File: src/afc_cfg.svh
// Constants for the output data format control block.
// Included by the lane and top design files and by the bench; definitions only.
`ifndef AFC_CFG_SVH
`define AFC_CFG_SVH

// --------------------------------------------------------------------
// Register addresses and reset values
// --------------------------------------------------------------------
`define AFC_ADDR_RESET      7'h00
`define AFC_ADDR_FORMAT     7'h04
`define AFC_FORMAT_RESET    8'h00
`define AFC_READ_EMPTY      8'h00

// --------------------------------------------------------------------
// Field positions
// --------------------------------------------------------------------
`define AFC_RESET_BIT       7
`define AFC_PAT_MSB         7
`define AFC_PAT_LSB         5
`define AFC_ABP_BIT         4
`define AFC_TEST_BIT        2
`define AFC_SCRAMBLE_BIT    1
`define AFC_SIGNED_BIT      0

// --------------------------------------------------------------------
// Serial word layout
// --------------------------------------------------------------------
`define AFC_CNT_ZERO        5'h00
`define AFC_CNT_ADDR_LAST   5'h07
`define AFC_CNT_DATA_FIRST  5'h08
`define AFC_CNT_WORD_LAST   5'h0F

// --------------------------------------------------------------------
// Test pattern codes and output masks
// --------------------------------------------------------------------
`define AFC_PAT_ZEROS       3'h1
`define AFC_PAT_ONES        3'h3
`define AFC_PAT_CHECKER     3'h4
`define AFC_PAT_TOGGLE      3'h5
`define AFC_WORD_ZEROS      13'h0000
`define AFC_WORD_ONES       13'h1FFF
`define AFC_WORD_CHECK_HI   13'h1555
`define AFC_WORD_CHECK_LO   13'h0AAA
`define AFC_ABP_MASK        12'hAAA

`endif

File: src/afc_pkg.sv
// Types shared by the output data format control block.
// Assumes afc_cfg.svh is on the include path.
package afc_pkg;

  localparam int AFC_DATA_W = 12;

  typedef enum logic [1:0] {AFC_IDLE, AFC_SHIFT, AFC_HOLD} afc_sp_state_t;

  typedef struct packed {
    logic [3:0]    sync1;
    logic [3:0]    sync2;
    logic          sck_prev;
    afc_sp_state_t state;
    logic [4:0]    bit_cnt;
    logic [15:0]   shift;
    logic          is_read;
    logic [7:0]    rd_data;
    logic          sdo_low;
    logic [7:0]    format;
    logic          phase;
  } afc_top_t;

  typedef struct packed {
    logic [AFC_DATA_W:0] word;
  } afc_lane_t;

endpackage

File: src/afc_fmt_lane.sv
// One output channel: coding, scrambling, polarity and test patterns.
// Assumes sample inputs and settings are on the MCLK_I domain.
`timescale 1ns/1ns
`include "afc_cfg.svh"

module afc_fmt_lane
  import afc_pkg::*;
(
  input  wire logic                  clk_i,
  input  wire logic                  rst_n_i,
  input  wire logic [AFC_DATA_W-1:0] data_i,
  input  wire logic                  ovr_i,
  input  wire logic [2:0]            pattern_i,
  input  wire logic                  test_en_i,
  input  wire logic                  scramble_i,
  input  wire logic                  abp_i,
  input  wire logic                  signed_i,
  input  wire logic                  phase_i,
  output logic      [AFC_DATA_W-1:0] data_o,
  output logic                       ovr_o
);

  afc_lane_t lane_reg;
  afc_lane_t lane_next;

  // ------------------------------------------------------------------
  // Word transform
  // ------------------------------------------------------------------
  always_comb begin
    logic [AFC_DATA_W:0] w;
    w = {ovr_i, data_i};
    if (signed_i) begin
      w[AFC_DATA_W-1] = ~w[AFC_DATA_W-1];
    end
    if (scramble_i) begin
      w[AFC_DATA_W-1:1] = w[AFC_DATA_W-1:1] ^ {(AFC_DATA_W-1){w[0]}};
    end
    if (abp_i) begin
      w[AFC_DATA_W-1:0] = w[AFC_DATA_W-1:0] ^ `AFC_ABP_MASK;
    end
    if (test_en_i) begin
      case (pattern_i)
        `AFC_PAT_ZEROS: begin
          w = `AFC_WORD_ZEROS;
        end
        `AFC_PAT_ONES: begin
          w = `AFC_WORD_ONES;
        end
        `AFC_PAT_CHECKER: begin
          w = phase_i ? `AFC_WORD_CHECK_HI : `AFC_WORD_CHECK_LO;
        end
        `AFC_PAT_TOGGLE: begin
          w = phase_i ? `AFC_WORD_ONES : `AFC_WORD_ZEROS;
        end
        default: begin
          w = `AFC_WORD_ZEROS;
        end
      endcase
    end
    lane_next.word = w;
  end

  always_ff @(posedge clk_i or negedge rst_n_i) begin
    if (!rst_n_i) begin
      lane_reg <= '0;
    end else begin
      lane_reg <= lane_next;
    end
  end

  assign data_o = lane_reg.word[AFC_DATA_W-1:0];
  assign ovr_o  = lane_reg.word[AFC_DATA_W];

endmodule

File: src/afc_fmt_ctrl.sv
// Output data format control: serial configuration slave and two lanes.
// Assumes SCK_I is slow against MCLK_I (at least 4 MCLK periods per
// SCK half period) and converter samples arrive on MCLK_I.
`timescale 1ns/1ns
`include "afc_cfg.svh"

module afc_fmt_ctrl
  import afc_pkg::*;
(
  input  wire logic                  MCLK_I,
  input  wire logic                  RESET_N_I,
  input  wire logic                  PROGRAMMING_PORT_SELECT_I,
  input  wire logic                  CS_N_I,
  input  wire logic                  SCK_I,
  input  wire logic                  SDI_I,
  output logic                       SDO_O,
  output logic                       SDO_OE_O,
  input  wire logic [AFC_DATA_W-1:0] CH_A_DATA_I,
  input  wire logic                  CH_A_OVR_I,
  input  wire logic [AFC_DATA_W-1:0] CH_B_DATA_I,
  input  wire logic                  CH_B_OVR_I,
  output logic      [AFC_DATA_W-1:0] CH_A_DATA_O,
  output logic                       CH_A_OVR_O,
  output logic      [AFC_DATA_W-1:0] CH_B_DATA_O,
  output logic                       CH_B_OVR_O,
  output logic      [7:0]            FORMAT_REG_O
);

  afc_top_t top_reg;
  afc_top_t top_next;

  // ------------------------------------------------------------------
  // Serial port and register bank
  // ------------------------------------------------------------------
  always_comb begin
    logic       cs_n;
    logic       sck;
    logic       sdi;
    logic       par_mode;
    logic       rise;
    logic       fall;
    logic [6:0] addr;
    logic [7:0] data;
    cs_n     = top_reg.sync2[0];
    sck      = top_reg.sync2[1];
    sdi      = top_reg.sync2[2];
    par_mode = top_reg.sync2[3];
    rise     = sck & ~top_reg.sck_prev;
    fall     = ~sck & top_reg.sck_prev;
    addr     = '0;
    data     = '0;

    top_next          = top_reg;
    top_next.sync1    = {PROGRAMMING_PORT_SELECT_I, SDI_I, SCK_I, CS_N_I};
    top_next.sync2    = top_reg.sync1;
    top_next.sck_prev = sck;
    top_next.phase    = ~top_reg.phase;

    case (top_reg.state)
      AFC_IDLE: begin
        top_next.sdo_low = 1'b0;
        if (!cs_n && !par_mode) begin
          top_next.state   = AFC_SHIFT;
          top_next.bit_cnt = `AFC_CNT_ZERO;
        end
      end
      AFC_SHIFT: begin
        if (cs_n || par_mode) begin
          top_next.state   = AFC_IDLE;
          top_next.sdo_low = 1'b0;
        end else if (rise) begin
          top_next.shift   = {top_reg.shift[14:0], sdi};
          top_next.bit_cnt = top_reg.bit_cnt + 5'h01;
          if (top_reg.bit_cnt == `AFC_CNT_ZERO) begin
            top_next.is_read = sdi;
          end
          if (top_reg.bit_cnt == `AFC_CNT_ADDR_LAST) begin
            addr = {top_reg.shift[5:0], sdi};
            if (addr == `AFC_ADDR_FORMAT) begin
              top_next.rd_data = top_reg.format;
            end else begin
              top_next.rd_data = `AFC_READ_EMPTY;
            end
          end
          if (top_reg.bit_cnt == `AFC_CNT_WORD_LAST) begin
            top_next.state = AFC_HOLD;
            addr = top_reg.shift[13:7];
            data = {top_reg.shift[6:0], sdi};
            if (!top_reg.is_read) begin
              if (addr == `AFC_ADDR_RESET && data[`AFC_RESET_BIT]) begin
                top_next.format = `AFC_FORMAT_RESET;
              end else if (addr == `AFC_ADDR_FORMAT) begin
                top_next.format = data;
              end
            end
          end
        end else if (fall && top_reg.is_read &&
                     top_reg.bit_cnt >= `AFC_CNT_DATA_FIRST) begin
          top_next.sdo_low = ~top_reg.rd_data[7];
          top_next.rd_data = {top_reg.rd_data[6:0], 1'b0};
        end
      end
      AFC_HOLD: begin
        // Edges past the sixteenth are ignored
        if (cs_n || par_mode) begin
          top_next.state   = AFC_IDLE;
          top_next.sdo_low = 1'b0;
        end
      end
      default: begin
        top_next.state   = AFC_IDLE;
        top_next.sdo_low = 1'b0;
      end
    endcase
  end

  always_ff @(posedge MCLK_I or negedge RESET_N_I) begin
    if (!RESET_N_I) begin
      top_reg        <= '0;
      top_reg.sync1  <= 4'h1;
      top_reg.sync2  <= 4'h1;
      top_reg.state  <= AFC_IDLE;
      top_reg.format <= `AFC_FORMAT_RESET;
    end else begin
      top_reg <= top_next;
    end
  end

  assign SDO_O        = 1'b0;
  assign SDO_OE_O     = top_reg.sdo_low;
  assign FORMAT_REG_O = top_reg.format;

  // ------------------------------------------------------------------
  // Output lanes
  // ------------------------------------------------------------------
  afc_fmt_lane u_lane_a (
    .clk_i      (MCLK_I),
    .rst_n_i    (RESET_N_I),
    .data_i     (CH_A_DATA_I),
    .ovr_i      (CH_A_OVR_I),
    .pattern_i  (top_reg.format[`AFC_PAT_MSB:`AFC_PAT_LSB]),
    .test_en_i  (top_reg.format[`AFC_TEST_BIT]),
    .scramble_i (top_reg.format[`AFC_SCRAMBLE_BIT]),
    .abp_i      (top_reg.format[`AFC_ABP_BIT]),
    .signed_i   (top_reg.format[`AFC_SIGNED_BIT]),
    .phase_i    (top_reg.phase),
    .data_o     (CH_A_DATA_O),
    .ovr_o      (CH_A_OVR_O)
  );

  afc_fmt_lane u_lane_b (
    .clk_i      (MCLK_I),
    .rst_n_i    (RESET_N_I),
    .data_i     (CH_B_DATA_I),
    .ovr_i      (CH_B_OVR_I),
    .pattern_i  (top_reg.format[`AFC_PAT_MSB:`AFC_PAT_LSB]),
    .test_en_i  (top_reg.format[`AFC_TEST_BIT]),
    .scramble_i (top_reg.format[`AFC_SCRAMBLE_BIT]),
    .abp_i      (top_reg.format[`AFC_ABP_BIT]),
    .signed_i   (top_reg.format[`AFC_SIGNED_BIT]),
    .phase_i    (top_reg.phase),
    .data_o     (CH_B_DATA_O),
    .ovr_o      (CH_B_OVR_O)
  );

endmodule

File: config.mk
export PLATFORM = sky130hd
export DESIGN_NAME = afc_fmt_ctrl
export DESIGN_NICKNAME = d
export VERILOG_FILES = /design/src/afc_pkg.sv /design/src/afc_fmt_lane.sv /design/src/afc_fmt_ctrl.sv
export VERILOG_INCLUDE_DIRS = /design/src
export SDC_FILE = /design/constraint.sdc
export NUM_CORES = 1
export LEC_CHECK = 0
export ABC_AREA = 1
export BUFFER_PORTS_ARGS = -buffer_cell sky130_fd_sc_hd__buf_4
export CAP_MARGIN = 40
export CORE_MARGIN = 2
export CORE_UTILIZATION = 28
export CTS_BUF_LIST = sky130_fd_sc_hd__clkbuf_8
export CTS_CLUSTER_SIZE = 8
export DETAILED_ROUTE_END_ITERATION = 8
export PLACE_DENSITY_LB_ADDON = 0.3
export SYNTH_ARGS = -nofsm -noshare
export SYNTH_HDL_FRONTEND = slang
export SYNTH_SLANG_ARGS = --single-unit
File: constraint.sdc
create_clock -name MCLK_I -period 2 [get_ports MCLK_I]
set_clock_uncertainty 0.15 [all_clocks]
set_input_delay 0.1 -clock MCLK_I [delete_from_list [all_inputs] [get_ports MCLK_I]]
set_output_delay 0.1 -clock MCLK_I [all_outputs]
set_load 0.01 [all_outputs]
Yosys cells after proc, flatten, opt, wreduce, memory -nomap -nowiden --
Index checks and enable logic that the tools add are counted.
Cells by class: multiplexer cells 30, equality and inequality tests 18, $lt $le $gt $ge 1, bitwise logic cells 14, reductions and logical operators 20, add/subtract/negate cells 1
Operator list (number):
- 13-bit 2-to-1 mux | 4
- 8-bit 2-to-1 mux | 5
- 13-bit case mux with 3 select lines | 1
- 30-bit 2-to-1 mux | 1
- 12-bit 2-to-1 mux | 2
- 24-bit 2-to-1 mux | 1
- 11-bit 2-to-1 mux | 2
- 11-bit bitwise XOR | 2
- 4-bit AND reduction | 4
- 7-bit by 3-bit equality test with 1-bit output (second input constant) | 2
- 3-bit inequality test (second input constant) | 4
- 6-bit NOT | 2
- 5-bit case mux with 2 select lines | 1
- 9-bit 2-to-1 mux | 1
- 2-bit inequality test (second input constant) | 4
- 1-bit NOT | 8
- 7-bit logical NOT | 1
- 7-bit 2-to-1 mux | 1
- 3-bit equality test (second input constant) | 2
- 1-bit 2-to-1 mux | 6
- 2-bit 2-to-1 mux | 3
- 2-bit case mux with 3 select lines | 1
- 3-bit AND reduction | 2
- 6-bit AND reduction | 1
- other kinds (16) | 23
Word-level totals: bits in registers 77, logic and storage cells 97

Depth between registers and ports, before layout --
Gate-level depths: netlist of run 1.
depth in word-level cells 8, gate-level depth with buffers 9, gate-level depth less buffers 9

Modules after synthesis --
A second synthesis of run 1 with hierarchy kept.
Second synthesis, totals: cell total of the unflattened synthesis 462, area total of the unflattened synthesis 3704.8 µm²
By module, submodules not included:
- afc_fmt_ctrl | area each 2250.9 µm², cells an instance 258, instances 1
- afc_fmt_lane | area each 726.9 µm², cells an instance 102, instances 2

Least setup slack after synthesis of run 1 --
No wires, ideal clock.
path type register to register, start reg top_reg[35] in the netlist's numbering, end reg top_reg (netlist bit FORMAT_REG_O[2]), cell stages (with the launch flop) 10, setup slack 0.434 ns, clock period less this slack 1.566 ns, data arrival time 1.299 ns, cell sequence dfrtp_1 -> ha_1 -> nand2_1 -> nor2_1 -> ha_1 -> nand2_2 -> nor2_4 -> nand2_4 -> nand2_1 -> nand2_1
Between the ends: word-level cells in the longest chain between the ends 2
Ends and longest elaborated chain:
- start, declared | line afc_fmt_ctrl.sv:29 | afc_top_t top_reg;
- start signal, assigned | line afc_fmt_ctrl.sv:125 | top_reg <= top_next;
- 5-bit by 4-bit equality test with 1-bit output (no source line)
- 6-bit AND reduction (no source line)
Every way passes these cells. A chain may end at the register's enable or synchronous reset.

Worst setup path in the final report of run 1 --
start reg top_reg[36] in the netlist's numbering, end reg top_reg (netlist bit FORMAT_REG_O[3])
The elaborated chain is that of the path after synthesis.

==> metrics.md, run 1 <==
| Metric | Value |
|---|---|
| Avg WL per Cell | `11.8 um` |
| Int Pwr | `0.00254 W` |
| Max Clk Rate | `0.571 GHz` |
| CTS Buffer Depth | `2` |
| Sw power | `~0.00085 W` |
| Post-synth EDFFs | `0` |
| Post-Syn Instances | `393` |
| Placed inst area | `0.00415 mm^2` |
| Post-synth top cells | `nand2_1, dfrtp_1, o21ai_1` |
| Reg clk slew, reported paths | `0.09 ns` |
| Average size of a mapped cell | `9.01 um^2` |
| WHS | `0.110 ns` |
| Warnings from Yosys | `0` |
| Net Sw Frac | `between 20% and 30%` |
| CTS Buf Count | `9` |
| Status | `finished, final reports clean` |
| Largest net degree at the start of global routing | `between 40 and 50` |
| Initial antenna violation count | `0` |
| Area of the mapped netlist | `0.00354 mm^2` |
| Flop pwr share | `48.5%` |
| Worst vdd ir | `just under 0.0004 V` |
| Comb power frac | `between 10% and 20%` |
| Unrepaired setup endpoints after global routing | `no` |
| Htree depth | `3` |
| Area Growth Syn to Fin | `32.7%` |
| Predominant post-synthesis flop cell | `dfrtp_1` |
| Max-cap viol count | `0` |
| Top-area cell type share of the netlist area | `around half` |
| Share of cells above drive strength 1 | `24.4%` |
| Vias in the first global route | `approximately 2700` |
| Clock root cell | `clkbuf_8` |
| Routed WL | `~7900 um` |
| Clock network power share | `~40%` |
| DIE WIDTH | `roughly 120 um` |
| # diodes | `0` |
| Rows | `41` |
| Via Count | `2776` |
| Die ar. | `0.0136 mm^2` |
| Worst Reg-to-Reg Cells | `9` |
| CP Max Fanout | `9` |
| Multi-input gate area | `roughly 0.0014 mm^2` |
| Mapped Nets | `428` |
| Relative slew slack | `59.6%` |
| Fin Setup TNS | `0 ns` |
| Setup Crit Path Kind | `flip-flop to flip-flop` |
| Post-DP HPWL | `5290 um` |
| Remaining Overflow, GRT | `0` |
| Postcts setup bufs | `0` |
| Initial Util | `28.4%` |
| CP Data Arrival Time | `1.84 ns` |
| Seq. cell area | `~0.0019 mm^2` |
| GP Congestion | `approximately 0.8` |
| Floorplan core area | `0.0125 mm^2` |
| Final-report hold violation count | `0` |
| First-pass GRT wire length | `12700 um` |
| Tmin final | `1.75 ns` |
| Routed vias/inst | `4.18` |
| Nets | `roughly 520` |
| DP Cell Count | `between 600 and 700` |
| Die height | `116 um` |
| Cell taking the most area after synthesis | `dfrtp_1` |
| DRT iter0 DRCs | `161` |
| Count of input and output buffers | `66` |
| Hold Path Class | `primary input to async pin` |
| Yosys reg bits | `75` |
| PD cells | `723 mW/mm^2` |
| Io pins | `between 60 and 70` |
| Most common cell in the netlist | `nand2_1` |
| Setup crit start kind | `flip-flop` |
| Final setup viols | `0` |
| Global Route Usage Sum | `12.1%` |
| Drt drc | `0` |
| Clk sinks | `75` |
| Max FFs per register | `35` |
| Sequential cell area fraction in the yosys report | `53.1%` |
| Post-CTS sizing | `0` |
| Non-filler cells, final | `664` |
| Final instance area | `0.00470 mm^2` |
| Static leakage | `2.28 nW` |
| Post-synth ARST share | `100%` |
| Fillers | `approximately 1300` |
| Max Slew Vio Count | `0` |
| Pin slew with the least headroom to its limit | `0.606 ns` |
| Skew-Pair Late Insertion Delay | `0.35 ns` |
| Worst setup EP type | `flip-flop` |
| WP data required | `2.09 ns` |
| Pre-antenna DRT Iters | `4` |
| Yosys cell types | `35` |
| Routed Antenna Nets | `0` |
| Synth area leaders | `dfrtp_1, nand2_1, o21ai_1` |
| CTS tree | `done` |
| Period utilization | `87.6%` |
-- worst paths after layout --
path	start	slack (ns)	endpoint
max	top_reg[36]	0.25	FORMAT_REG_O[3]
min	RESET_N_I	0.11	u_lane_a.lane_reg[0]
max reg2reg	top_reg[36]	0.25	FORMAT_REG_O[3]
min reg2reg	top_next[44]	0.20	top_next[42]
max in group asynchronous	RESET_N_I	0.93	top_reg[43]
min in group MCLK_I	top_next[44]	0.20	top_next[42]
-- area by class of cell --
type,instances,share of cell area [%]
clock buffers,10,2.93
repair buffers,103,18.4
well taps,172,4.58
flip-flops and latches,75,40.0
inverters,26,2.08
clock inverters,6,2.08
multi-input cells,272,30.0
-- kinds of logic (layout without fill, tap and decap cells) --
logic type | Yosys count | after routing | share of synthesized area, %
AOI/OAI and AO/OA | 44 | 44 | 6.86
xor gates and xnor gates | 23 | 23 | 5.90
adders and majority gates | 3 | 3 | 1.06
buffers and inverters | 46 | 145 | 7.17
DFF | 75 | 75 | 53.1
other | 1 | 1 | 0.106
and+or+nand+nor | 201 | 201 | 25.8
-- cells in the final DEF (no fill, tap or decap), types with 3 or more instances in the layout --
cell / instances
a21oi_1: 4
a21oi_2: 3
buf_4: 71
clkbuf_8: 10
clkinv_4: 3
dfrtp_1: 73
dlygate4sd3_1: 31
ha_1: 3
inv_1: 17
inv_2: 9
nand2_1: 123
nand2_2: 4
nand3_1: 20
nand4_1: 11
nor2_1: 21
nor2_4: 3
o21ai_0: 10
o21ai_1: 23
or2_0: 7
or2_2: 3
xnor2_1: 10
xor2_1: 12
-- routing by layer --
metal  wire (um)  global-route usage [%]
met1        3650                    14.8
met2        3640                    20.7
met3         488                    3.68
met4          78                    3.17
met5           0                       0
-- through the flow --
| stage | total power, W | util [%] | setup slack (ns) |
|---|---|---|---|
| after floorplan | 0.00186 | - | 0.434 |
| after global placement | 0.00203 | 33.3 | 0.319 |
| after detailed placement | 0.00204 | 33.3 | 0.263 |
| after CTS | 0.00345 | 37.7 | 0.249 |
| after global routing | 0.00358 | 37.7 | 0.0771 |
| final | 0.00340 | 37.7 | 0.248 |
-- power groups by stage --
stage	clock network [W]	logic, W	registers, W
final	0.00135	0.000403	0.00165
after global routing	0.00147	0.000458	0.00166
after CTS	0.00140	0.000408	0.00165
after detailed placement	0	0.000357	0.00168
after global placement	0	0.000351	0.00168
after floorplan	0	0.000181	0.00168
-- worst max-delay path, stage by stage (launching register included) --
cell and delay (ns):
dfrtp_1 0.38, ha_1 0.17, nand2_1 0.09, nor2_1 0.10, ha_1 0.19, nand2_2 0.09, nor2_4 0.25, nand2_4 0.11
nand2_1 0.07, nand2_1 0.05
-- what timing repair did --
| action | CTS | global route |
|---|---|---|
| setup endpoints to repair | 0 | 0 |
| hold buffers | 31 | 0 |
| endpoints found under the hold margin | 103 | 0 |
Power figures use the tool's default switching activity.
==> run 2: changes to the inputs <==
CTS_CLUSTER_SIZE = default   (was 8)
clock period = 1.85 ns   (was 2 ns; I/O delays follow)
==> run 2 against run 1 <==
Net effect:
- clock-buffer cell count is 1 higher
- clock power decreased by 13%
- worst hold slack got worse by 0.043 ns
==> metrics.md, run 2 (same netlist as run 1, synthesis figures left out) <==
| Metric | Value |
|---|---|
| Status | `finished, final reports clean` |
| Routed WL | `roughly 7900 um` |
| Max-cap viol count | `0` |
| Die height | `116 um` |
| First-pass GRT wire length | `12400 um` |
| CP Data Arrival Time | `1.78 ns` |
| Avg WL per Cell | `around 12 um` |
| Largest net degree at the start of global routing | `32` |
| Total design power | `0.00340 W` |
| Die ar. | `~0.014 mm^2` |
| Count of input and output buffers | `66` |
| Global Route Usage Sum | `11.8%` |
| CP Max Fanout | `8` |
| Max FFs per register | `35` |
| CTS tree | `done` |
| Share of cells above drive strength 1 | `24.8%` |
| Unrepaired setup endpoints after global routing | `no` |
| DIE WIDTH | `roughly 120 um` |
| Worst vdd ir | `~0.00032 V` |
| Worst setup EP type | `flip-flop` |
| Io pins | `68` |
| Period utilization | `90.8%` |
| Skew-Pair Late Insertion Delay | `between 0.3 and 0.4 ns` |
| Static leakage | `2.26 nW` |
| Area Growth Syn to Fin | `32.3%` |
| Setup crit start kind | `flip-flop` |
| Post-layout util | `37.6%` |
| Vias in the first global route | `2668` |
| Post-DP HPWL | `5420 um` |
| PD cells | `727 mW/mm^2` |
| CTS Buffer Depth | `2` |
| WP data required | `1.94 ns` |
| Final setup viols | `0` |
| Htree depth | `3` |
| Rows | `between 40 and 50` |
| Post-CTS sizing | `0` |
| DRT iter0 DRCs | `roughly 170` |
| Final-report hold violation count | `0` |
| Reg clk slew, reported paths | `0.08 ns` |
| Via Count | `2835` |
| Max Clk Rate | `0.595 GHz` |
| Clk sinks | `75` |
| CTS Buf Count | `9` |
| Initial antenna violation count | `0` |
| Hold Path Class | `primary input to async pin` |
| Clock root cell | `clkbuf_8` |
| Setup Crit Path Kind | `flip-flop to flip-flop` |
| Routed Antenna Nets | `0` |
| WHS | `approximately 0.066 ns` |
| Drt drc | `0` |
| Pre-antenna DRT Iters | `4` |
| Initial Util | `28.4%` |
| GP Congestion | `around 0.77` |
| Most common cell after layout, fill and taps aside | `nand2_1` |
| Tmin final | `1.68 ns` |
| Floorplan core area | `0.0125 mm^2` |
| Fin Setup TNS | `0 ns` |
| Remaining Overflow, GRT | `0` |
| Nets | `about 530` |
| # diodes | `0` |
| Max Slew Vio Count | `0` |
| Routed vias/inst | `4.25` |
| Most frequent cells in the layout | `nand2_1, dfrtp_1, buf_4` |
[run 2: area by class of cell]
cell class / count / area [um^2]
Tap cell: 172 / 215
Inverter: 26 / 97.6
Fill cell: 1263 / 7780
Multi-Input combinational cell: 273 / 1410
Clock buffer: 11 / 151
Sequential cell: 75 / 1880
Timing Repair Buffer: 105 / 891
Clock inverter: 5 / 36.3
[run 2: what timing repair did]
action / CTS / global route
endpoints found under the hold margin: 103 / 0
setup buffers: 0 / 0
hold buffers: 31 / 0
endpoints found under the setup margin: 0 / 8
[run 2: worst max-delay path, stage by stage (launching register included)]
cell,delay [ns]
dfrtp_1,0.38
ha_1,0.17
nand2_1,0.08
nor2_1,0.09
ha_1,0.19
nand2_2,0.11
nor2_4,0.19
nand2_4,0.10
nand2_1,0.06
nand2_1,0.05
[run 2: per-layer routing]
| metal | GRT usage [%] | wire [um] | up-vias |
|---|---|---|---|
| li1 | - | - | 1434 |
| met3 | 3.53 | 483 | 8 |
| met4 | 4.29 | 98 | 0 |
| met5 | 0 | 0 | - |
| met2 | 20.0 | 3720 | 77 |
| met1 | 14.3 | 3600 | 1316 |
[run 2: per-stage QoR]
step | setup slack, ns | area (um^2) | instances
final | 0.170 | 4680 | 667
after global routing | 0.0345 | 4680 | 667
after CTS | 0.117 | 4680 | 666
after detailed placement | 0.124 | 4180 | 619
after global placement | 0.164 | 4180 | 619
after floorplan | 0.284 | 3540 | 393
[run 2: worst paths after layout]
path / start / end / slack [ns] / cells past startpoint
worst min-delay path: RESET_N_I / u_lane_b.lane_reg[9] / 0.07 / 2
worst max-delay path: top_reg[35] / FORMAT_REG_O[4] / 0.17 / 9
max in group asynchronous: RESET_N_I / top_next[43] / 0.89 / 3
worst min register to register: top_next[45] / top_reg[45] / 0.20 / 0
min in group MCLK_I: top_next[45] / top_reg[45] / 0.20 / 0
worst max register to register: top_reg[35] / FORMAT_REG_O[4] / 0.17 / 9
[run 2: report_power, final]
part / switching, W / internal (W) / leakage, nW
clock network: 0.000622 / 0.000562 / 0.0880
logic: 0.000225 / 0.000214 / 1.22
registers: 0.0000555 / 0.00173 / 0.949
total: 0.000902 / 0.00250 / 2.26
==> run 3: changes to the inputs <==
REMOVE_ABC_BUFFERS = 1   (was default)
clock period = 2 ns   (was 1.85 ns; I/O delays follow)
==> run 3 against run 2 <==
Net effect:
- routed wire length is 2.6% lower
- die area did not move
- global-route usage decreased by 0.14 points
- critical endpoint is now FORMAT_REG_O[5]
- final cell count fell by 0.45%
- cell area shrank 0.80%
- non-clock buffer count is 2 lower
- power fell by 8.3%
- flip-flop and latch count stayed put
- largest power group unchanged
- critical path depth unchanged
- worst hold slack improved by 0.014 ns
==> metrics.md, run 3 (same netlist as run 1, synthesis figures left out) <==
| Metric | Value |
|---|---|
| WHS | `approximately 0.08 ns` |
| Most common cell after layout, fill and taps aside | `nand2_1` |
| Post-CTS sizing | `0` |
| Max Slew Vio Count | `0` |
| Setup Crit Path Kind | `flip-flop to flip-flop` |
| Max Clk Rate | `0.571 GHz` |
| Crit-path most repeated cell | `nand2_1` |
| CTS Buf Count | `9` |
| DRT iter0 DRCs | `141` |
| Final instance area | `0.00465 mm^2` |
| Fillers | `1250` |
| DIE WIDTH | `roughly 120 um` |
| Reg clk slew, reported paths | `0.08 ns` |
| Die height | `116 um` |
| Status | `finished, final reports clean` |
| Via Count | `roughly 2800` |
| Nets | `522` |
| Vias in the first global route | `2601` |
| Floorplan core area | `about 0.012 mm^2` |
| Global Route Usage Sum | `11.7%` |
| WP data required | `between 2 and 2.5 ns` |
| Post-DP HPWL | `approximately 5400 um` |
| Max FFs per register | `35` |
| Routed WL | `7700 um` |
| Fin Setup TNS | `0 ns` |
| Seq. cell area | `0.00188 mm^2` |
| Pre-CTS WS | `0.263 ns` |
| Io pins | `68` |
| Reg2Reg Setup Slack | `0.25 ns` |
| Unrepaired setup endpoints after global routing | `no` |
| First-pass GRT wire length | `12200 um` |
| Worst r2r src | `top_reg[35]` |
| Max-cap viol count | `0` |
| Clock root cell | `clkbuf_8` |
| Pre-antenna DRT Iters | `4` |
| Static leakage | `2.25 nW` |
| GP Congestion | `0.823` |
| CP Data Arrival Time | `1.84 ns` |
| CP Max Fanout | `9` |
| Tmin final | `1.75 ns` |
| Most frequent cells in the layout | `nand2_1, dfrtp_1, buf_4` |
| Buf+Inv Stages, Crit Path | `0` |
| Initial antenna violation count | `0` |
| Hold Path Class | `primary input to async pin` |
| Slowest-stage cell, CP | `dfrtp_1` |
| Share of cells above drive strength 1 | `24.4%` |
| Routed vias/inst | `4.17` |
| Post-route setup slack | `about 0.25 ns` |
| Routed Antenna Nets | `0` |
| Rows | `41` |
| PD cells | `672 mW/mm^2` |
| Skew-Pair Late Insertion Delay | `between 0.3 and 0.4 ns` |
| Clk sinks | `75` |
| Initial Util | `approximately 28%` |
| Area Growth Syn to Fin | `31.2%` |
| Drt drc | `0` |
| Worst setup EP type | `flip-flop` |
| Multi-input gate area | `0.00141 mm^2` |
| Crit-path cells | `ha_1 > nand2_1 > nor2_1 > ha_1 > nand2_2 > nor2_4 > nand2_4 > nand2_1 > nand2_1` |
| Htree depth | `3` |
| Non-filler cells, final | `664` |
| Avg WL per Cell | `11.6 um` |
| Crit Reg-Reg Endpoint | `FORMAT_REG_O[5]` |
| Count of input and output buffers | `66` |
| CTS Buffer Depth | `2` |
| Final-report hold violation count | `0` |
| # diodes | `0` |
| Placed inst area | `approximately 0.0042 mm^2` |
| Largest net degree at the start of global routing | `44` |
| Crit-path max cell delay | `0.37 ns` |
| Remaining Overflow, GRT | `0` |
| DP Cell Count | `about 600` |
| Worst Reg-to-Reg Cells | `9` |
| Period utilization | `87.5%` |
| Final setup viols | `0` |
| Worst path top cell family by delay | `simple AND/OR/NAND/NOR gates` |
| Worst vdd ir | `0.000254 V` |
| Die ar. | `0.0136 mm^2` |
| CTS tree | `done` |
| Setup crit start kind | `flip-flop` |
run 3: per-stage QoR:
| step | utilization (%) | total power [W] |
|---|---|---|
| floorplan | - | 0.00186 |
| CTS | 37.3 | 0.00317 |
| global placement | 33.3 | 0.00203 |
| detailed placement | 33.3 | 0.00204 |
| finish | 37.3 | 0.00312 |
| global route | 37.3 | 0.00330 |
run 3: repair_timing:
action / CTS / global route
setup buffers: 0 / 0
endpoints found under the hold margin: 105 / 0
hold buffers: 31 / 0
run 3: routing by layer:
layer,global-route usage (%),routed length (um),up-vias
met1,14.7,3590,1276
met4,4.13,107,0
li1,-,-,1431
met2,18.8,3570,56
met3,3.94,435,9
met5,0,0,-
run 3: how the worst max path moves through the flow:
stage                           start               to  cells past startpoint
after floorplan           top_reg[35]  FORMAT_REG_O[4]                      9
after global placement    top_reg[35]  FORMAT_REG_O[4]                      9
after detailed placement  top_reg[35]  FORMAT_REG_O[5]                      9
after CTS                 top_reg[35]  FORMAT_REG_O[5]                      9
after global routing      top_reg[35]  FORMAT_REG_O[5]                      9
final                     top_reg[35]  FORMAT_REG_O[5]                      9
run 3: layout make-up:
| class | count | area share, % |
|---|---|---|
| Inverter | 26 | 2.10 |
| Tap cell | 172 | 4.63 |
| Clock buffer | 9 | 2.67 |
| Sequential cell | 75 | 40.4 |
| Timing Repair Buffer | 103 | 18.6 |
| Multi-Input combinational cell | 272 | 30.3 |
| Clock inverter | 7 | 1.29 |
run 3: power by group:
group          leakage, nW  switching [W]  total [W]  internal, W
clock               0.0908       0.000602    0.00107     0.000469
combinational         1.21       0.000207   0.000403     0.000196
sequential           0.949      0.0000512    0.00165      0.00160
